--- src/rtl/iolc_pkg.sv ---
// package for the input-change and open-drain section of the I/O controller
// assumes one 40 MHz clock and an APB slave with 32-bit data
package iolc_pkg;
    localparam int LINES = 32;
    localparam int ADDR_W = 8;

    // register byte offsets
    localparam logic [ADDR_W-1:0] OFS_CHG_IRQ_ENABLE  = 8'h00;
    localparam logic [ADDR_W-1:0] OFS_CHG_IRQ_DISABLE = 8'h04;
    localparam logic [ADDR_W-1:0] OFS_CHG_IRQ_MASK    = 8'h08;
    localparam logic [ADDR_W-1:0] OFS_CHANGE_STATUS   = 8'h0C;
    localparam logic [ADDR_W-1:0] OFS_OD_ENABLE       = 8'h10;
    localparam logic [ADDR_W-1:0] OFS_OD_DISABLE      = 8'h14;
    localparam logic [ADDR_W-1:0] OFS_OD_STATE        = 8'h18;

    // reset values
    localparam logic [LINES-1:0] RST_MASK   = 32'h0000_0000;
    localparam logic [LINES-1:0] RST_STATUS = 32'h0000_0000;
    localparam logic [LINES-1:0] RST_OD     = 32'h0000_0000;
    localparam logic [31:0]      RD_ZERO    = 32'h0000_0000;

    typedef struct packed {
        logic [ADDR_W-1:0] addr;
        logic              write;
        logic [31:0]       wdata;
    } iolc_req_s;

    typedef enum logic [2:0] {
        IOLC_R_NONE,
        IOLC_R_MASK,
        IOLC_R_STATUS,
        IOLC_R_OD,
        IOLC_R_WO
    } iolc_rsel_e;

    // bitwise set/clear update of an enable vector
    function automatic logic [LINES-1:0] set_clr(
        input logic [LINES-1:0] cur,
        input logic [LINES-1:0] set_bits,
        input logic [LINES-1:0] clr_bits);
        set_clr = (cur | set_bits) & ~clr_bits;
    endfunction
endpackage

--- src/rtl/iolc_line_drive.sv ---
// per-line pad driver: push-pull or open-drain
// assumes the pad wire is resolved from the enable outside the design
module iolc_line_drive import iolc_pkg::*; #(
    parameter int N = LINES
) (
    // control
    input  wire logic [N-1:0] out_value,
    input  wire logic [N-1:0] od_mode,
    // pad side
    output logic      [N-1:0] pad_out,
    output logic      [N-1:0] pad_oe
);
    // the masks below are plain bitwise, so any positive width is served
    if (N < 1) begin : g_bad_n
        $error("iolc_line_drive needs at least one line");
    end

    // open-drain drives a constant low; a high value only releases the pin
    assign pad_out = out_value & ~od_mode;
    assign pad_oe  = ~(od_mode & out_value) | ~od_mode;
endmodule // iolc_line_drive

--- src/rtl/iolc_top.sv ---
// input-change detection and open-drain control for 32 I/O lines
// assumes pin levels synchronous to core_clk, APB master on the same clock
////////////////////////////////////////////////////////////////////////////
// Notes on behaviour
// - writing one to an enable bit turns that line's change interrupt on
// - writing one to a disable bit turns that line's change interrupt off
// - mask register reads one for each line whose change interrupt is on
// - status bit sets on any level change, stays until read or reset
// - reading status clears all bits; later changes are caught again
// - writing one to open-drain enable puts that line in open-drain mode
// - push-pull line: state bit zero, pin driven high and low from the first clock after reset
// - open-drain line: state bit one, pin only pulled low, high released
//
// Local design decisions: the APB slave port and the placing of the registers.
module iolc_top import iolc_pkg::*; (
    // clock and reset
    input  wire logic             core_clk,
    input  wire logic             reset_n,
    // apb slave
    input  wire logic             psel,
    input  wire logic             penable,
    input  wire logic             pwrite,
    input  wire logic [ADDR_W-1:0] paddr,
    input  wire logic [31:0]      pwdata,
    output logic      [31:0]      prdata,
    output logic                  pready,
    output logic                  pslverr,
    // pins and controller data
    input  wire logic [LINES-1:0] pin_level,
    input  wire logic [LINES-1:0] out_value,
    output logic      [LINES-1:0] pad_out,
    output logic      [LINES-1:0] pad_oe,
    // interrupt
    output logic                  irq
);
    ////////////////////////////////////////////////////////////////////////
    logic [LINES-1:0] mask_reg, mask_next;
    logic [LINES-1:0] status_reg, status_next;
    logic [LINES-1:0] od_reg, od_next;
    logic [LINES-1:0] level_reg;
    logic             level_valid_reg;
    logic [LINES-1:0] pad_out_reg, pad_oe_reg;
    logic [31:0]      prdata_reg;
    logic             pready_reg, pslverr_reg, irq_reg;

    iolc_req_s  req;
    iolc_rsel_e rsel;
    wire logic [LINES-1:0] change;
    wire logic [LINES-1:0] drv_out, drv_oe;
    wire logic             setup, wr, rd, status_rd;
    wire logic [31:0]      rd_value;
    wire logic             bad_addr;

    ////////////////////////////////////////////////////////////////////////
    // bus decode: answer one cycle after setup, zero wait states after that
    assign req       = '{addr: paddr, write: pwrite, wdata: pwdata};
    assign setup     = psel && !penable;
    assign wr        = setup && req.write;
    assign rd        = setup && !req.write;

    always_comb begin
        case (req.addr)
            OFS_CHG_IRQ_MASK:    rsel = IOLC_R_MASK;
            OFS_CHANGE_STATUS:   rsel = IOLC_R_STATUS;
            OFS_OD_STATE:        rsel = IOLC_R_OD;
            OFS_CHG_IRQ_ENABLE,
            OFS_CHG_IRQ_DISABLE,
            OFS_OD_ENABLE,
            OFS_OD_DISABLE:      rsel = IOLC_R_WO;
            default:             rsel = IOLC_R_NONE;
        endcase
    end

    assign bad_addr  = (rsel == IOLC_R_NONE);
    assign status_rd = rd && (rsel == IOLC_R_STATUS);

    assign rd_value = (rsel == IOLC_R_MASK)   ? mask_reg :
                      (rsel == IOLC_R_STATUS) ? status_reg :
                      (rsel == IOLC_R_OD)     ? od_reg :
                      RD_ZERO;

    ////////////////////////////////////////////////////////////////////////
    // register updates
    wire logic [LINES-1:0] we_ie = (wr && req.addr == OFS_CHG_IRQ_ENABLE)
                                   ? req.wdata : RST_MASK;
    wire logic [LINES-1:0] we_id = (wr && req.addr == OFS_CHG_IRQ_DISABLE)
                                   ? req.wdata : RST_MASK;
    wire logic [LINES-1:0] we_oe = (wr && req.addr == OFS_OD_ENABLE)
                                   ? req.wdata : RST_OD;
    wire logic [LINES-1:0] we_od = (wr && req.addr == OFS_OD_DISABLE)
                                   ? req.wdata : RST_OD;

    assign mask_next = set_clr(mask_reg, we_ie, we_id);
    assign od_next   = set_clr(od_reg, we_oe, we_od);

    // compare against the previous sample; first sample after reset
    // only primes the history so a reset does not fake a change
    assign change = level_valid_reg ? (pin_level ^ level_reg)
                                    : RST_STATUS;

    // the read returns the old value; a change in that same cycle survives
    assign status_next = (status_rd ? RST_STATUS : status_reg)
                         | change;

    ////////////////////////////////////////////////////////////////////////
    always_ff @(posedge core_clk or negedge reset_n) begin
        if (!reset_n) begin
            mask_reg        <= RST_MASK;
            status_reg      <= RST_STATUS;
            od_reg          <= RST_OD;
            level_reg       <= RST_STATUS;
            level_valid_reg <= 1'b0;
        end else begin
            mask_reg        <= mask_next;
            status_reg      <= status_next;
            od_reg          <= od_next;
            level_reg       <= pin_level;
            level_valid_reg <= 1'b1;
        end
    end

    always_ff @(posedge core_clk or negedge reset_n) begin
        if (!reset_n) begin
            prdata_reg  <= RD_ZERO;
            pready_reg  <= 1'b0;
            pslverr_reg <= 1'b0;
        end else begin
            pready_reg  <= setup;
            pslverr_reg <= setup && bad_addr;
            prdata_reg  <= rd ? rd_value : RD_ZERO;
        end
    end

    always_ff @(posedge core_clk or negedge reset_n) begin
        if (!reset_n) begin
            irq_reg     <= 1'b0;
            pad_out_reg <= RST_OD;
            pad_oe_reg  <= RST_OD;
        end else begin
            irq_reg     <= |(status_next & mask_next);
            pad_out_reg <= drv_out;
            pad_oe_reg  <= drv_oe;
        end
    end

    ////////////////////////////////////////////////////////////////////////
    iolc_line_drive #(.N(LINES)) u_drive (
        .out_value (out_value),
        .od_mode   (od_next),
        .pad_out   (drv_out),
        .pad_oe    (drv_oe)
    );

    assign prdata  = prdata_reg;
    assign pready  = pready_reg;
    assign pslverr = pslverr_reg;
    assign irq     = irq_reg;
    assign pad_out = pad_out_reg;
    assign pad_oe  = pad_oe_reg;
endmodule // iolc_top

--- config.mk ---
export PLATFORM = sky130hd
export DESIGN_NAME = iolc_top
export DESIGN_NICKNAME = d
export VERILOG_FILES = /design/src/rtl/iolc_pkg.sv /design/src/rtl/iolc_line_drive.sv /design/src/rtl/iolc_top.sv
export SDC_FILE = /design/constraint.sdc
export NUM_CORES = 1
export LEC_CHECK = 0
export ABC_AREA = 1
export BUFFER_PORTS_ARGS = -buffer_cell sky130_fd_sc_hd__buf_2
export CORE_ASPECT_RATIO = 0.75
export CORE_MARGIN = 2
export CORE_UTILIZATION = 56
export CTS_CLUSTER_DIAMETER = 120
export DETAILED_ROUTE_END_ITERATION = 8
export PLACE_DENSITY = 0.85
export SLEW_MARGIN = 40
export SYNTH_ARGS = -nofsm -noshare
export SYNTH_HDL_FRONTEND = slang
export SYNTH_SLANG_ARGS = --single-unit
export TNS_END_PERCENT = 5
--- constraint.sdc ---
create_clock -name core_clk -period 3.7 [get_ports core_clk]
set_clock_uncertainty 0.05 [all_clocks]
set_input_delay 1.11 -clock core_clk [delete_from_list [all_inputs] [get_ports core_clk]]
set_output_delay 1.11 -clock core_clk [all_outputs]
set_load 0.01 [all_outputs]
==> results.cfg <==
[run_status]
result_of_the_run = completed

[sta]
fmax_mhz = 371
timing_hold_violations_final = 0
drv_slew = 0
min_period_ps = 2700
timing.max_slew.rel_slack_pct = 54.2
hold_ws_ps = 451
setup-tns-final_ps = 0
grt_setup_unrepaired = false
worst_slew_pin_slew_ps = 687
fin_crit_sh_pct = 72.8
timing.final.setup_violations = 0

[power]
static-leakage-power_uw = 0.00655
fin_total_pwr_uw = 5220
p_per_area_mw_per_mm2 = 451
vdd_ir_drop_max_v = 0.000300

[worst_setup_path]
crit_type = input pin to register
critical-path-slowest-cell = sky130_fd_sc_hd__nor3_4
critPathMaxFanout = 15
crit_path_max_incr_delay_ps = 530
arrival_ps = 3050
worstSetupEndpointType = register
critical-path-top-cell-by-count = sky130_fd_sc_hd__nand2_1
worstSetupStartpointType = input pin
critical_path.cell_chain = buf_2, inv_1, nand3_1, nor3_4, buf_4, nand2_1, nand3_1, nand2_1, nor2_1, nand2_1, nor2_1, nand2_1
critPathRequiredTime_ps = 4060

[floorplan]
floorplan.initialDensity_pct = 56.7
chipWidth_um = 154
io-pin-count = 208
core_area_mm2 = 0.0167
fp.dieArea_mm2 = 0.0180
floorplan.rows = 41
die_height_um = 117

[global_route]
overflow = 0
grt_max_degree = 67
grt_pass1_vias = 7861
grt_use_total_pct = 28.1
grt_first_pass_wirelength_um = 39700
number_of_antenna_violations_at_the_first_check_in_global_routing = 3

[logic_synthesis]
synth_commonest_cells = 281 x sky130_fd_sc_hd__nand2_1, 228 x sky130_fd_sc_hd__dfrtp_1, 172 x sky130_fd_sc_hd__inv_1
yosys.area.top_type = sky130_fd_sc_hd__dfrtp_1
dominantRegCellSynth = sky130_fd_sc_hd__dfrtp_1
postSynthRegisterBits = 228
synthesis.area_mm2 = 0.00949
yosys.cell_types.count = 23
synthTopCellsByArea = sky130_fd_sc_hd__dfrtp_1 60%, sky130_fd_sc_hd__nand2_1 11%, sky130_fd_sc_hd__inv_1 6.8%
syn_nets = 1151
synth-async-reset-ratio_pct = 100
synthesis.yosys.warnings = 0
synth_area_per_cell_um2 = 9.10
post_synth_inst_count = 1042
synth_seq_area_share_pct = 60.2
netlist.area_leader.share_pct = 60.2
synth-edff-count = 0
synth_most_common_cell = sky130_fd_sc_hd__nand2_1

[layout]
area_delta_synth_final_pct = 22.1
n_fill_cell = 1253
layout_cells_sized_above_1_pct = 24.0
finalNonFillerCells = 1482
fin_area_mm2 = 0.0116
multiInputGateArea_mm2 = 0.00295
finish.net_count = 1358
sequential_cell_area_mm2 = 0.00571

[clock_tree]
clkSlewWorstSetupHoldPaths_ps = 70
ctsResizeCount = 0
post_cts_buffers = 0
clock_path_buffers = 3
clockRootBuffer = sky130_fd_sc_hd__clkbuf_16
cts_tree = built
clock_sinks = 228
htreeDepth = 1
hold_buffers = 0
worst_skew_pair_latency_ps = 510
number_of_buffers_added_by_the_clock_tree_synthesis_step = 22

[routing]
drt-total-wl_um = 25100
drt_pre_antenna_iters = 7
avgRoutedWirePerCell_um = 16.9
drcViolationCount = 0
drt-initial-drc-count = 1007
via_per_inst = 5.45
detailroute.via_count = 8076
drt.antenna.violating_nets = 0

[placed_design]
placed_area_mm2 = 0.0108
placed_instance_count = 1440
port-buffer-count = 207
place_hpwl_um = 17400
globalplace.congestion = 0.930

[hold_path]
timing.hold.worst.class = register to register

[run]
timing.max_cap.violations = 0
routing by layer:
| metal | vias to the layer above | track usage [%] | share of wire (%) |
|---|---|---|---|
| met1 | 3850 | 38.6 | 41 |
| met2 | 431 | 45.4 | 46 |
| met3 | 52 | 6.53 | 10 |
| met5 | - | 0 | 0 |
| li1 | 3743 | - | - |
| met4 | 0 | 8.95 | 2.1 |
layout make-up:
| type | instances | area share [%] |
|---|---|---|
| flip-flops and latches | 228 | 49.3 |
| multi-input cells | 599 | 25.5 |
| repair buffers | 225 | 10.6 |
| clock buffers | 32 | 5.87 |
| inverters | 173 | 5.63 |
| well taps | 215 | 2.32 |
| clock inverters | 7 | 0.735 |
| diodes | 3 | 0.0648 |
path summary, 6_finish.rpt:
path                                           start                         to  slack (ps)  depth (start not counted)
max                                          penable              irq$_DFF_PN0_        1000                         12
min                          status_reg[8]$_DFF_PN0_    status_reg[8]$_DFF_PN0_         450                          2
max reg2reg                level_valid_reg$_DFF_PN0_              irq$_DFF_PN0_        1970                          8
min reg2reg                  status_reg[8]$_DFF_PN0_    status_reg[8]$_DFF_PN0_         450                          2
max in group asynchronous                    reset_n  level_valid_reg$_DFF_PN0_        2240                          2
min in group asynchronous                    reset_n        pad_oe[1]$_DFF_PN0_         490                          1
cells by family (layout without fill, tap and decap cells):
| kind of cell | after synthesis | count (layout) | synth area share (%) |
|---|---|---|---|
| flip-flops | 228 | 228 | 60.2 |
| AND/OR/NAND/NOR | 494 | 494 | 22.7 |
| AO/OA/AOI/OAI | 104 | 104 | 8.13 |
| buffers and inverters | 215 | 437 | 8.97 |
| other | 1 | 4 | 0.0395 |
where the power goes:
part / leakage (µW) / switching, µW / internal [µW] / total (µW)
registers: 0.00255 / 24.7 / 2540 / 2570
logic: 0.00362 / 200 / 111 / 311
clock network: 0.000384 / 931 / 1410 / 2340
worst max-delay path: cells and delay by family:
family        cells  cell delay (ps)
buf+inv           3              470
simple gates      9             1450
cells in the final DEF (no fill, tap or decap), drive strengths merged:
| cell type | count |
|---|---|
| nand2 | 281 |
| dfrtp | 228 |
| buf | 225 |
| inv | 173 |
| nand3 | 98 |
| o211ai | 64 |
| nor2 | 51 |
| or2 | 32 |
| clkbuf | 32 |
| nand4 | 28 |
| a22oi | 28 |
| clkinv | 5 |
| o21ai | 4 |
| a21boi | 4 |
| o21bai | 4 |
| diode | 3 |
| nor3 | 3 |
| bufinv | 2 |
| nor4 | 1 |
| conb | 1 |
stage by stage:
stage | setup slack, ps | utilization, %
floorplan | 1310 | -
global placement | 494 | 64.6
detailed placement | 487 | 64.6
CTS | 1020 | 69.2
global route | 835 | 69.2
finish | 1000 | 69.2
Note: power is estimated with default switching activity, not from simulation.
